File: config.mk
export PLATFORM = sky130hd
export DESIGN_NAME = swb_reg_bank
export DESIGN_NICKNAME = d
export VERILOG_FILES = /design/src/swb_pkg.sv /design/src/swb_coeff_mem.sv /design/src/swb_reg_bank.sv
export SDC_FILE = /design/constraint.sdc
export NUM_CORES = 2
export LEC_CHECK = 0
export BUFFER_PORTS_ARGS = -buffer_cell sky130_fd_sc_hd__buf_2
export CAP_MARGIN = 10
export CELL_PAD_IN_SITES_DETAIL_PLACEMENT = 1
export CELL_PAD_IN_SITES_GLOBAL_PLACEMENT = 2
export CORE_ASPECT_RATIO = 0.8
export CORE_UTILIZATION = 40
export CTS_BUF_LIST = sky130_fd_sc_hd__clkbuf_8
export DETAILED_ROUTE_END_ITERATION = 10
export PLACE_DENSITY = 0.86
export SYNTH_ARGS = -nofsm -noshare
export SYNTH_HDL_FRONTEND = slang
export SYNTH_SLANG_ARGS = --single-unit
File: constraint.sdc
create_clock -name ref_clk -period 30.6 [get_ports ref_clk]
set_clock_uncertainty 0.2 [all_clocks]
set_input_delay 6.12 -clock ref_clk [delete_from_list [all_inputs] [get_ports ref_clk]]
set_output_delay 6.12 -clock ref_clk [all_outputs]
set_load 0.01 [all_outputs]
File: src/swb_pkg.sv
// constants for the white-balance and sensor-interface register bank
package swb_pkg;
  localparam int          NREG        = 15;      // locally held configuration registers
  localparam int          IDX_W       = 4;       // width of a local register index
  localparam logic [3:0]  IDX_NONE    = 4'hf;    // no local register at this address
  localparam int          GAIN_W      = 19;      // gain in units of 0.00001
  localparam int          CODE_W      = 6;       // colour gain code width
  // local register indices
  localparam logic [3:0]  I_COL1      = 4'h0;
  localparam logic [3:0]  I_COL2      = 4'h1;
  localparam logic [3:0]  I_COL3      = 4'h2;
  localparam logic [3:0]  I_COL4      = 4'h3;
  localparam logic [3:0]  I_VFW_HI    = 4'h4;
  localparam logic [3:0]  I_VFW_LO    = 4'h5;
  localparam logic [3:0]  I_SOF       = 4'h6;
  localparam logic [3:0]  I_VIDEO_CLOCK      = 4'h7;
  localparam logic [3:0]  I_LEN       = 4'h8;
  localparam logic [3:0]  I_READOUT   = 4'h9;
  localparam logic [3:0]  I_SHS       = 4'ha;
  localparam logic [3:0]  I_SHR       = 4'hb;
  localparam logic [3:0]  I_HCLK      = 4'hc;
  localparam logic [3:0]  I_PIX       = 4'hd;
  localparam logic [3:0]  I_FRC       = 4'he;
  // byte addresses, in index order
  localparam logic [7:0]  ADDR_TAB [NREG] = '{8'h00, 8'h01, 8'h02, 8'h03, 8'h52, 8'h53, 8'h54, 8'h55,
                                              8'h56, 8'h57, 8'h5f, 8'h60, 8'h64, 8'h65, 8'h67};
  // reset values, in index order
  localparam logic [7:0]  RST_TAB [NREG]  = '{8'h0e, 8'h0e, 8'h0e, 8'h0e, 8'h05, 8'h13, 8'h4c, 8'h02,
                                              8'h0e, 8'h04, 8'h0a, 8'h0a, 8'h5c, 8'h00, 8'h24};
  // bit set where the register only reaches the sensor at a frame boundary
  localparam logic [14:0] SHADOW_MASK = 15'h1c3f;
  localparam int          COLOUR_REGS = 4;       // indices below this hold gain codes
  localparam logic [7:0]  CODE_MASK   = 8'h3f;
  localparam logic [7:0]  A_COF_LO    = 8'h80;
  localparam logic [7:0]  A_COF_HI    = 8'hbf;
  localparam logic [7:0]  A_DECODE_HI = 8'hbf;   // top of the decoded range
  // gain figures, scaled by 100000
  localparam logic [18:0] GAIN_BASE   = 19'h10fb8;  // 0.6956
  localparam logic [18:0] RAW_LO_STEP = 19'h0087e;  // 0.02174
  localparam logic [18:0] GAIN_STEP   = 19'h010f4;  // 0.0434
  localparam logic [18:0] RAW_HI_BASE = 19'h21f5c;  // 1.391
  localparam logic [5:0]  RAW_KNEE    = 6'h20;      // code 32
endpackage

File: src/swb_coeff_mem.sv
// column offset coefficient store with two registered read ports
`timescale 1ns/1ps
module swb_coeff_mem #(
  parameter int W     = 8,
  parameter int DEPTH = 64,
  parameter int AW    = 6
) (
  input  wire logic          ref_clk,    // master clock
  input  wire logic          rst_n,      // synchronised reset, active low
  input  wire logic          wr_en,      // write strobe
  input  wire logic [AW-1:0] wr_addr,    // write index
  input  wire logic [W-1:0]  wr_data,    // write data
  input  wire logic [AW-1:0] rd_a_addr,  // host read index
  output logic      [W-1:0]  rd_a_data,  // host read data, registered
  input  wire logic [AW-1:0] rd_b_addr,  // datapath read index
  output logic      [W-1:0]  rd_b_data   // datapath read data, registered
);
  // the index must cover the store exactly, or some coefficients would alias
  if (DEPTH != (1 << AW)) begin : g_bad_depth
    $error("swb_coeff_mem: DEPTH must be 2**AW");
  end

  logic [W-1:0] mem [DEPTH];
  logic [W-1:0] next_mem [DEPTH];

  // write path
  always_comb begin
    for (int i = 0; i < DEPTH; i++) begin
      next_mem[i] = mem[i];
    end
    if (wr_en) begin
      next_mem[wr_addr] = wr_data;
    end
  end

  // every coefficient clears to zero at reset
  always_ff @(posedge ref_clk or negedge rst_n) begin
    if (!rst_n) begin
      for (int i = 0; i < DEPTH; i++) begin
        mem[i] <= '0;
      end
      rd_a_data <= '0;
      rd_b_data <= '0;
    end else begin
      mem       <= next_mem;
      rd_a_data <= mem[rd_a_addr];
      rd_b_data <= mem[rd_b_addr];
    end
  end
endmodule

File: src/swb_reg_bank.sv
// white-balance gain and sensor-interface register bank
`timescale 1ns/1ps
// What this block does
// four colour gain registers hold six-bit codes in bits 5:0, bits 7:6 unused.
// colour gain one at address 00h is green-red green, two at 01h is red.
// raw mode, codes 0..32: gain is 0.6956 plus 0.02174 times code.
// raw mode, codes 33..63: gain is 1.391 plus 0.0434 times (code-32).
// linear mode: gain is 0.6956 plus 0.0434 times code.
// raw or linear function chosen by the separate gain mode setting.
// every colour gain register resets to a code that gives unity gain in raw mode.
// colour gain registers reset to 0Eh and are shadowed.
// shadowed values reach the timing logic only at a frame boundary.
// registers 52h, 53h, 5Fh, 60h and 64h are shadowed.
// registers 54h to 57h act at once, without waiting for a frame.
// reset values 4Ch, 02h, 0Eh, 04h for registers 54h to 57h.
// virtual frame width resets to 05h upper, 13h lower, one split value.
// signal-sample and reset-sample timing registers reset to 0Ah.
// reset values 5Ch at 64h, 00h at 65h, 24h at 67h.
// addresses 80h..BFh hold 64 column offset coefficients, reset zero.
// the bank decodes register addresses 00h up to BFh.
// unused addresses read zero and ignore writes.
module swb_reg_bank #(
  parameter int COEFFS = 64  // column offset coefficient count
) (
  input  wire logic        ref_clk,            // master clock, 100 MHz
  input  wire logic        nrst,               // reset, active low, asynchronous
  input  wire logic [7:0]  reg_addr,           // internal register address
  input  wire logic [7:0]  reg_wdata,          // write data
  input  wire logic        reg_wr,             // write strobe, one cycle
  input  wire logic        reg_rd,             // read strobe, one cycle
  output logic      [7:0]  reg_rdata,          // read data, registered
  output logic             reg_rvalid,         // read data valid pulse
  input  wire logic        frame_boundary,     // frame boundary pulse from timing
  input  wire logic        gain_mode_linear,   // white-balance gain mode, high = linear
  input  wire logic [5:0]  col_index,          // column number modulo 64
  output logic      [7:0]  col_offset,         // coefficient for col_index, registered
  output logic      [18:0] gain_colour1,       // green of green-red row gain
  output logic      [18:0] gain_colour2,       // red gain
  output logic      [18:0] gain_colour3,       // blue gain
  output logic      [18:0] gain_colour4,       // green of blue-green row gain
  output logic      [15:0] vframe_width,       // virtual frame column width
  output logic      [7:0]  frame_start_delay,  // start-of-frame delay
  output logic      [7:0]  video_clock_delay,  // video clock delay
  output logic      [7:0]  sync_pulse_len,     // sync pulse length control
  output logic      [7:0]  readout_coding,     // readout coding control
  output logic      [7:0]  signal_sample_time, // signal sample time
  output logic      [7:0]  reset_sample_time,  // reset sample time
  output logic      [7:0]  line_clock_delay,   // line clock delay
  output logic      [7:0]  pixel_stream_ctrl,  // pixel data stream control
  output logic      [7:0]  frame_rate_ctrl     // frame rate control definition
);
  // column port is six bits and the local index four, so other sizes cannot be served
  if (COEFFS != 64) begin : g_bad_coeffs
    $error("swb_reg_bank: coefficient window is fixed at 64");
  end
  if (swb_pkg::NREG >= (1 << swb_pkg::IDX_W)) begin : g_bad_index
    $error("swb_reg_bank: local index cannot hold every register and the none code");
  end

  // address to local index; anything not listed is unused or coefficient space
  function automatic logic [3:0] find_idx(input logic [7:0] a);
    logic [3:0] r;
    r = swb_pkg::IDX_NONE;
    for (int i = 0; i < swb_pkg::NREG; i++) begin
      if (swb_pkg::ADDR_TAB[i] == a) r = 4'(i);
    end
    return r;
  endfunction

  function automatic logic is_coeff(input logic [7:0] a);
    return (a >= swb_pkg::A_COF_LO) && (a <= swb_pkg::A_COF_HI);
  endfunction

  // code to gain in units of 0.00001
  function automatic logic [18:0] gain_of(input logic [5:0] c, input logic lin);
    logic [18:0] cw;
    logic [18:0] g;
    cw = {13'h0000, c};
    if (lin) begin
      g = 19'(swb_pkg::GAIN_BASE + 19'(swb_pkg::GAIN_STEP * cw));
    end else if (c <= swb_pkg::RAW_KNEE) begin
      g = 19'(swb_pkg::GAIN_BASE + 19'(swb_pkg::RAW_LO_STEP * cw));
    end else begin
      g = 19'(swb_pkg::RAW_HI_BASE + 19'(swb_pkg::GAIN_STEP * 19'(cw - 19'h00020)));
    end
    return g;
  endfunction

  // assert reaches every flop at once; release is clocked so no flop leaves reset early
  // reset release through two flops
  logic rst_meta;
  logic rst_n;
  always_ff @(posedge ref_clk or negedge nrst) begin
    if (!nrst) begin
      rst_meta <= 1'b0;
      rst_n    <= 1'b0;
    end else begin
      rst_meta <= 1'b1;
      rst_n    <= rst_meta;
    end
  end

  // two copies per register: what the host wrote, and what the timing logic uses
  logic [7:0]  cfg [swb_pkg::NREG];       // host-visible copies
  logic [7:0]  act [swb_pkg::NREG];       // copies seen by timing logic
  logic [7:0]  next_cfg [swb_pkg::NREG];
  logic [7:0]  next_act [swb_pkg::NREG];
  logic [3:0]  wr_idx;
  logic [3:0]  rd_idx;
  logic [7:0]  mem_rdata;
  logic        rd_q;
  logic        rd_coeff_q;
  logic [7:0]  rd_loc_q;
  logic [7:0]  next_rdata;
  logic [18:0] next_gain [swb_pkg::COLOUR_REGS];
  logic [18:0] gain_q [swb_pkg::COLOUR_REGS];

  // one decode serves both strobes; reads and writes never differ in address handling
  assign wr_idx = find_idx(reg_addr);
  assign rd_idx = find_idx(reg_addr);

  // host writes land in cfg; gain codes keep only their six bits
  always_comb begin
    for (int i = 0; i < swb_pkg::NREG; i++) begin
      next_cfg[i] = cfg[i];
    end
    if (reg_wr && (wr_idx != swb_pkg::IDX_NONE)) begin
      if (wr_idx < 4'(swb_pkg::COLOUR_REGS)) begin
        next_cfg[wr_idx] = reg_wdata & swb_pkg::CODE_MASK;
      end else begin
        next_cfg[wr_idx] = reg_wdata;
      end
    end
  end

  // shadowed entries follow cfg only on a frame boundary, the rest follow at once
  always_comb begin
    for (int i = 0; i < swb_pkg::NREG; i++) begin
      if (!swb_pkg::SHADOW_MASK[i]) begin
        next_act[i] = next_cfg[i];
      end else if (frame_boundary) begin
        next_act[i] = cfg[i];
      end else begin
        next_act[i] = act[i];
      end
    end
  end

  // both copies start from the documented reset values
  always_ff @(posedge ref_clk or negedge rst_n) begin
    if (!rst_n) begin
      for (int i = 0; i < swb_pkg::NREG; i++) begin
        cfg[i] <= swb_pkg::RST_TAB[i];
        act[i] <= swb_pkg::RST_TAB[i];
      end
    end else begin
      cfg <= next_cfg;
      act <= next_act;
    end
  end

  // gains from the active codes, mode chosen live
  always_comb begin
    for (int i = 0; i < swb_pkg::COLOUR_REGS; i++) begin
      next_gain[i] = gain_of(act[i][5:0], gain_mode_linear);
    end
  end

  // gains start at the code-zero figure; the first edge out of reset loads the reset code
  always_ff @(posedge ref_clk or negedge rst_n) begin
    if (!rst_n) begin
      for (int i = 0; i < swb_pkg::COLOUR_REGS; i++) begin
        gain_q[i] <= swb_pkg::GAIN_BASE;
      end
    end else begin
      gain_q <= next_gain;
    end
  end

  // coefficients live in their own store; one port for the host, one for the datapath
  swb_coeff_mem #(
    .W     (8),
    .DEPTH (COEFFS),
    .AW    (6)
  ) u_coeff (
    .ref_clk   (ref_clk),
    .rst_n     (rst_n),
    .wr_en     (reg_wr && is_coeff(reg_addr)),
    .wr_addr   (reg_addr[5:0]),
    .wr_data   (reg_wdata),
    .rd_a_addr (reg_addr[5:0]),
    .rd_a_data (mem_rdata),
    .rd_b_addr (col_index),
    .rd_b_data (col_offset)
  );

  // read in two stages so the memory's registered output can be muxed into a flop
  always_comb begin
    if (rd_coeff_q) begin
      next_rdata = mem_rdata;
    end else begin
      next_rdata = rd_loc_q;
    end
  end

  // rvalid and rdata rise together and fall back together after one cycle
  always_ff @(posedge ref_clk or negedge rst_n) begin
    if (!rst_n) begin
      rd_q       <= 1'b0;
      rd_coeff_q <= 1'b0;
      rd_loc_q   <= 8'h00;
      reg_rvalid <= 1'b0;
      reg_rdata  <= 8'h00;
    end else begin
      rd_q       <= reg_rd;
      rd_coeff_q <= reg_rd && is_coeff(reg_addr);
      rd_loc_q   <= (rd_idx == swb_pkg::IDX_NONE) ? 8'h00 : cfg[rd_idx];
      reg_rvalid <= rd_q;
      reg_rdata  <= rd_q ? next_rdata : 8'h00;
    end
  end

  // active copies drive the timing logic; host reads never see them
  assign gain_colour1       = gain_q[0];
  assign gain_colour2       = gain_q[1];
  assign gain_colour3       = gain_q[2];
  assign gain_colour4       = gain_q[3];
  assign vframe_width       = {act[swb_pkg::I_VFW_HI], act[swb_pkg::I_VFW_LO]};
  assign frame_start_delay  = act[swb_pkg::I_SOF];
  assign video_clock_delay  = act[swb_pkg::I_VIDEO_CLOCK];
  assign sync_pulse_len     = act[swb_pkg::I_LEN];
  assign readout_coding     = act[swb_pkg::I_READOUT];
  assign signal_sample_time = act[swb_pkg::I_SHS];
  assign reset_sample_time  = act[swb_pkg::I_SHR];
  assign line_clock_delay   = act[swb_pkg::I_HCLK];
  assign pixel_stream_ctrl  = act[swb_pkg::I_PIX];
  assign frame_rate_ctrl    = act[swb_pkg::I_FRC];

  // checks on the live behaviour
  unused_read_a: assert property (@(posedge ref_clk) disable iff (!rst_n)
    (reg_rd && !reg_wr && (reg_addr >= 8'hc0)) |-> ##2 (reg_rvalid && reg_rdata == 8'h00))
    else $error("unused address did not read zero");
  shadow_hold_a: assert property (@(posedge ref_clk) disable iff (!rst_n)
    !frame_boundary |=> ($stable(line_clock_delay) && $stable(vframe_width) && $stable(act[0])))
    else $error("shadowed value changed mid-frame");
  shadow_load_a: assert property (@(posedge ref_clk) disable iff (!rst_n)
    frame_boundary |=> (signal_sample_time == $past(cfg[swb_pkg::I_SHS])))
    else $error("shadowed value not loaded at frame boundary");
  direct_write_a: assert property (@(posedge ref_clk) disable iff (!rst_n)
    (reg_wr && reg_addr == 8'h54) |=> (frame_start_delay == $past(reg_wdata)))
    else $error("unshadowed write did not act at once");
  code_mask_a: assert property (@(posedge ref_clk) disable iff (!rst_n)
    (reg_wr && reg_addr == 8'h01) |=> (cfg[1] == {2'b00, $past(reg_wdata[5:0])}))
    else $error("gain code not masked to six bits");
  raw_low_a: assert property (@(posedge ref_clk) disable iff (!rst_n)
    ($past(rst_n) && !gain_mode_linear && act[1][5:0] <= 6'h20) |=>
      (gain_colour2 == 19'(19'd69560 + 19'd2174 * {13'h0, $past(act[1][5:0])})))
    else $error("raw low gain wrong");
  raw_high_a: assert property (@(posedge ref_clk) disable iff (!rst_n)
    (!gain_mode_linear && act[0][5:0] > 6'h20) |=>
      (gain_colour1 == 19'(19'd139100 + 19'd4340 * {13'h0, $past(act[0][5:0]) - 6'h20})))
    else $error("raw high gain wrong");
  linear_gain_a: assert property (@(posedge ref_clk) disable iff (!rst_n)
    ($past(rst_n) && gain_mode_linear) |=>
      (gain_colour3 == 19'(19'd69560 + 19'd4340 * {13'h0, $past(act[2][5:0])})))
    else $error("linear gain wrong");

  // read timing, staged reads, column port and the reset code's gain
  rvalid_pulse_a: assert property (@(posedge ref_clk) disable iff (!rst_n)
    reg_rd |-> ##2 reg_rvalid)
    else $error("read valid did not follow the read strobe");
  read_staged_a: assert property (@(posedge ref_clk) disable iff (!rst_n)
    (reg_rd && !reg_wr && reg_addr == 8'h64) |-> ##2 (reg_rdata == $past(cfg[swb_pkg::I_HCLK], 2)))
    else $error("read of a shadowed register did not return the host copy");
  coeff_col_a: assert property (@(posedge ref_clk) disable iff (!rst_n)
    (reg_wr && is_coeff(reg_addr) && col_index == reg_addr[5:0]) ##1 $stable(col_index) |=>
      (col_offset == $past(reg_wdata, 2)))
    else $error("column port did not return the new coefficient");
  unity_code_a: assert property (@(posedge ref_clk) disable iff (!rst_n)
    ($past(rst_n) && !gain_mode_linear && act[3][5:0] == 6'h0e) |=> (gain_colour4 == 19'd99996))
    else $error("reset code does not give unity gain");

  // every register keeps its own update rule, not only the ones sampled above
  for (genvar i = 0; i < swb_pkg::NREG; i++) begin : g_follow
    if (swb_pkg::SHADOW_MASK[i]) begin : g_shadowed
      shadow_each_a: assert property (@(posedge ref_clk) disable iff (!rst_n)
        frame_boundary |=> (act[i] == $past(cfg[i])))
        else $error("shadowed copy did not load at frame boundary");
    end else begin : g_direct
      direct_each_a: assert property (@(posedge ref_clk) disable iff (!rst_n)
        (reg_wr && reg_addr == swb_pkg::ADDR_TAB[i]) |=> (act[i] == $past(reg_wdata)))
        else $error("unshadowed write did not reach its active copy");
    end
  end

  // scenarios worth seeing at least once
  cover_shadow_load: cover property (@(posedge ref_clk) disable iff (!rst_n)
    (reg_wr && reg_addr == 8'h64) ##[1:20] frame_boundary);
  cover_coeff_read: cover property (@(posedge ref_clk) disable iff (!rst_n)
    (reg_rd && reg_addr == 8'h85) ##2 (reg_rvalid && reg_rdata != 8'h00));
  cover_mode_swap: cover property (@(posedge ref_clk) disable iff (!rst_n)
    $rose(gain_mode_linear));
  cover_knee_step: cover property (@(posedge ref_clk) disable iff (!rst_n)
    !gain_mode_linear && act[1][5:0] == 6'h21);
  cover_unused_write: cover property (@(posedge ref_clk) disable iff (!rst_n)
    reg_wr && reg_addr >= 8'hc0);
endmodule

==> summary.json <==
{
  "grt_first_pass_wirelength": {"value": 271.7, "unit": "mm"},
  "final_cells": {"value": 6847},
  "drive_gt1_share": {"value": 32.34, "unit": "%"},
  "wl_per_instance": {"value": 25.71, "unit": "microns"},
  "min_period_over_period": {"value": 31.95, "unit": "%"},
  "syn-mean-instance-area": {"value": 11.80, "unit": "sq um"},
  "maxCapViolCount": {"value": 0},
  "timing.final.setup_violations": {"value": 0},
  "floorplan.io_pins": {"value": 209},
  "multiInputGateArea": {"value": 33320, "unit": "sq um"},
  "cts.repair_timing.setup_buffer_count": {"value": 0},
  "grt_start_max_net_pins": {"value": 94},
  "ys_async_sr_fraction": {"value": 100.0, "unit": "%"},
  "register_area": {"value": 20270, "unit": "sq um"},
  "detailedRoute.firstPassIterationCount": {"value": 7},
  "grt.met1_usage": {"value": 34.56, "unit": "%"},
  "port_buffers": {"value": 204},
  "rsz0062_at_grt": {"value": "no"},
  "finished_cell_area": {"value": 61750, "unit": "sq um"},
  "arrival": {"value": 10.33, "unit": "ns"},
  "grt_antenna_before_repair": {"value": 11},
  "grt_overflow_total": {"value": 0},
  "outcome": {"value": "finished, violations left"},
  "vdd_ir_drop_max": {"value": 0.06092, "unit": "mV"},
  "viasPerCell": {"value": 5.903},
  "synth_enable_flop_cells": {"value": 0},
  "cts_tree": {"value": "built"},
  "grt.busiest_layer": {"value": "met2"},
  "clockRootBuffer": {"value": "sky130_fd_sc_hd__clkbuf_8"},
  "worstSetupEndpointType": {"value": "register"},
  "post_cts_resized": {"value": 0},
  "grt.met3_usage": {"value": 5.209, "unit": "%"},
  "die-width": {"value": 422.9, "unit": "microns"},
  "hold_buffers": {"value": 0},
  "post_synth_instance_area": {"value": 56690, "unit": "sq um"},
  "yosysWarningCount": {"value": 0},
  "critical_path_required": {"value": 31.15, "unit": "ns"},
  "synth-seq-area-share": {"value": 35.74, "unit": "%"},
  "crit_path_start_kind": {"value": "primary input"},
  "place.gp.congestion": {"value": 0.8762},
  "clock_transition_at_the_register_clock_pins_on_the_worst_setup_and_hold_paths_after_cts": {"value": 0.07, "unit": "ns"},
  "area_delta_synth_final": {"value": 8.920, "unit": "%"},
  "synthCells": {"value": 4803},
  "numPlacedInstances": {"value": 6599},
  "final.hold.worst_slack": {"value": -0.009411, "unit": "ns"},
  "fp.dieH": {"value": 338.7, "unit": "microns"},
  "failing_checks": {"value": "hold timing"},
  "cts.path.max_buffers": {"value": 3},
  "insertion_delay": {"value": 0.89, "unit": "ns"},
  "tightestPinTransition": {"value": 1.421, "unit": "ns"},
  "route.final.wire_length": {"value": 176.1, "unit": "mm"},
  "synth.largest_area_cell": {"value": "sky130_fd_sc_hd__dfrtp_1"},
  "yosys.cell_types.count": {"value": 92},
  "design.final.nets": {"value": 5414},
  "holdCritPathClass": {"value": "reg2async"},
  "hold_violations": {"value": 6},
  "worst_slew_margin_rel": {"value": 4.908, "unit": "%"},
  "min_period": {"value": 9.777, "unit": "ns"},
  "synth_commonest_cells": {"value": "sky130_fd_sc_hd__dfrtp_1, sky130_fd_sc_hd__mux2_2, sky130_fd_sc_hd__inv_1"},
  "maximum_clock_frequency": {"value": 102.3, "unit": "MHz"},
  "detail_route.iter0.violations": {"value": 3271},
  "grt_pass1_vias": {"value": 42730},
  "grt_use_met2": {"value": 37.88, "unit": "%"},
  "criticalPathCategory": {"value": "in2reg"},
  "starting_density_of_the_core": {"value": 40.31, "unit": "%"},
  "finish.utilization": {"value": 43.90, "unit": "%"},
  "num_vias": {"value": 40420},
  "place_hpwl": {"value": 124.0, "unit": "mm"},
  "cellPowerDensity": {"value": 51.10, "unit": "nW/um^2"},
  "total_clock_sinks": {"value": 805},
  "dr_drc_count": {"value": 0},
  "antenna_left": {"value": 0},
  "synth_ff_type": {"value": "sky130_fd_sc_hd__dfrtp_1"},
  "groute.usage.overall": {"value": 24.64, "unit": "%"},
  "htree_num_levels": {"value": 4},
  "floorplan.rows": {"value": 123},
  "setup_tns": {"value": 0, "unit": "ns"},
  "core_region_area": {"value": 140700, "unit": "sq um"},
  "synth_top_area_share": {"value": 31.29, "unit": "%"},
  "cp_max_fo": {"value": 47},
  "dieArea": {"value": 143300, "unit": "sq um"},
  "timing_max_transition_violations_final": {"value": 0},
  "dpl-instance-area": {"value": 58900, "unit": "sq um"},
  "yosys.cell_count.top_type": {"value": "sky130_fd_sc_hd__dfrtp_1"},
  "filler_instances": {"value": 14890},
  "numCtsBuffers": {"value": 137},
  "postSynthRegisterBits": {"value": 805},
  "p_leak": {"value": 29.02, "unit": "nW"},
  "synth.top_cells.by_area": {"value": "sky130_fd_sc_hd__dfrtp_1, sky130_fd_sc_hd__mux4_2, sky130_fd_sc_hd__mux2_2, sky130_fd_sc_hd__ha_1, sky130_fd_sc_hd__fa_1"}
}
==> per-layer routing <==
layer  share of wire (%)  wire (microns)  vias up
met4                 2.9            5108       10
met5               0.034              60        -
li1                    -               -    17410
met1                  44           76810    21300
met2                  46           81550     1408
met3                 7.1           12550      294
==> metrics by stage <==
stage          power [mW]  setup WS (ns)
2_1_floorplan       1.883          6.468
3_3_place_gp        2.103          20.15
3_5_place_dp        2.136          20.03
4_1_cts             3.175          20.95
5_1_grt             3.312          20.69
6_report            3.155          20.82
==> worst max-delay path, cell delays in order <==
cell and delay [ns]:
sky130_fd_sc_hd__buf_2 0.10, sky130_fd_sc_hd__buf_4 0.37, sky130_fd_sc_hd__or3b_2 0.67, sky130_fd_sc_hd__nor2_1 0.71, sky130_fd_sc_hd__or3_1 0.81, sky130_fd_sc_hd__nand2_1 0.57, sky130_fd_sc_hd__nor2_2 0.53, sky130_fd_sc_hd__mux2_2 0.40
==> area by class of cell <==
type                    instances  area share (%)
flip-flops and latches        805           32.82
diodes                          3         0.01216
inverters                     398           2.419
multi-input cells            3262           53.95
well taps                    1875           3.799
repair buffers                260           2.399
clock buffers                 168           3.744
clock inverters                76          0.8510
==> final timing paths <==
kind | start | endpoint | slack [ns] | cells past startpoint
worst min-delay path | rst_n$_DFF_PN0_ | gain_colour3[18]$_DFF_PN0_ | -0.009 | 0
min in group ref_clk | rst_meta$_DFF_PN0_ | rst_n$_DFF_PN0_ | 0.16 | 0
worst max-delay path | reg_addr[3] | register | 20.82 | 8
worst min register to register | rst_n$_DFF_PN0_ | gain_colour3[18]$_DFF_PN0_ | -0.009 | 0
worst max register to register | act[92]$_DFFE_PN0P_ | gain_colour4[18]$_DFF_PN0_ | 23.70 | 19
max in group asynchronous | nrst | rst_n$_DFF_PN0_ | 25.22 | 1
==> cells by family (layout without fill, tap and decap cells) <==
kind of cell / count (synthesis) / count (layout) / synth area share, %
AO/OA/AOI/OAI: 670 / 670 / 7.687
XOR/XNOR: 223 / 223 / 3.445
adder cells (fa/ha/maj): 522 / 522 / 13.53
buffers and inverters: 739 / 902 / 5.539
flip-flops: 805 / 805 / 35.74
multiplexers: 1021 / 1021 / 26.91
other: 2 / 8 / 0.01325
AND/OR/NAND/NOR: 821 / 821 / 7.128
==> report_power, final <==
group	leakage, nW	switching (mW)	internal [mW]
Sequential	10.7	0.0565	1.14
Clock	1.62	0.488	0.542
Combinational	16.7	0.549	0.382
==> cells in the final DEF, fill, tap and decap left out, types with 21 or more instances in the layout <==
cell	instances
sky130_fd_sc_hd__a211oi_1	64
sky130_fd_sc_hd__a21o_1	23
sky130_fd_sc_hd__a21oi_1	148
sky130_fd_sc_hd__a31oi_1	29
sky130_fd_sc_hd__and3_1	24
sky130_fd_sc_hd__buf_2	198
sky130_fd_sc_hd__buf_4	57
sky130_fd_sc_hd__clkbuf_8	169
sky130_fd_sc_hd__dfrtp_1	708
sky130_fd_sc_hd__dfstp_2	96
sky130_fd_sc_hd__fa_1	152
sky130_fd_sc_hd__ha_1	370
sky130_fd_sc_hd__inv_1	441
sky130_fd_sc_hd__mux2_2	666
sky130_fd_sc_hd__mux4_2	336
sky130_fd_sc_hd__nand2_1	214
sky130_fd_sc_hd__nand2b_1	27
sky130_fd_sc_hd__nand3_1	55
sky130_fd_sc_hd__nor2_1	215
sky130_fd_sc_hd__nor2b_1	42
sky130_fd_sc_hd__nor3_1	62
sky130_fd_sc_hd__nor3b_1	22
sky130_fd_sc_hd__nor4_1	21
sky130_fd_sc_hd__o211ai_1	30
sky130_fd_sc_hd__o21ai_0	173
sky130_fd_sc_hd__o22ai_1	23
sky130_fd_sc_hd__or2_2	21
sky130_fd_sc_hd__or3_1	31
sky130_fd_sc_hd__xnor2_1	136
sky130_fd_sc_hd__xor2_1	87
No activity file was read; power rests on OpenSTA's default activity.
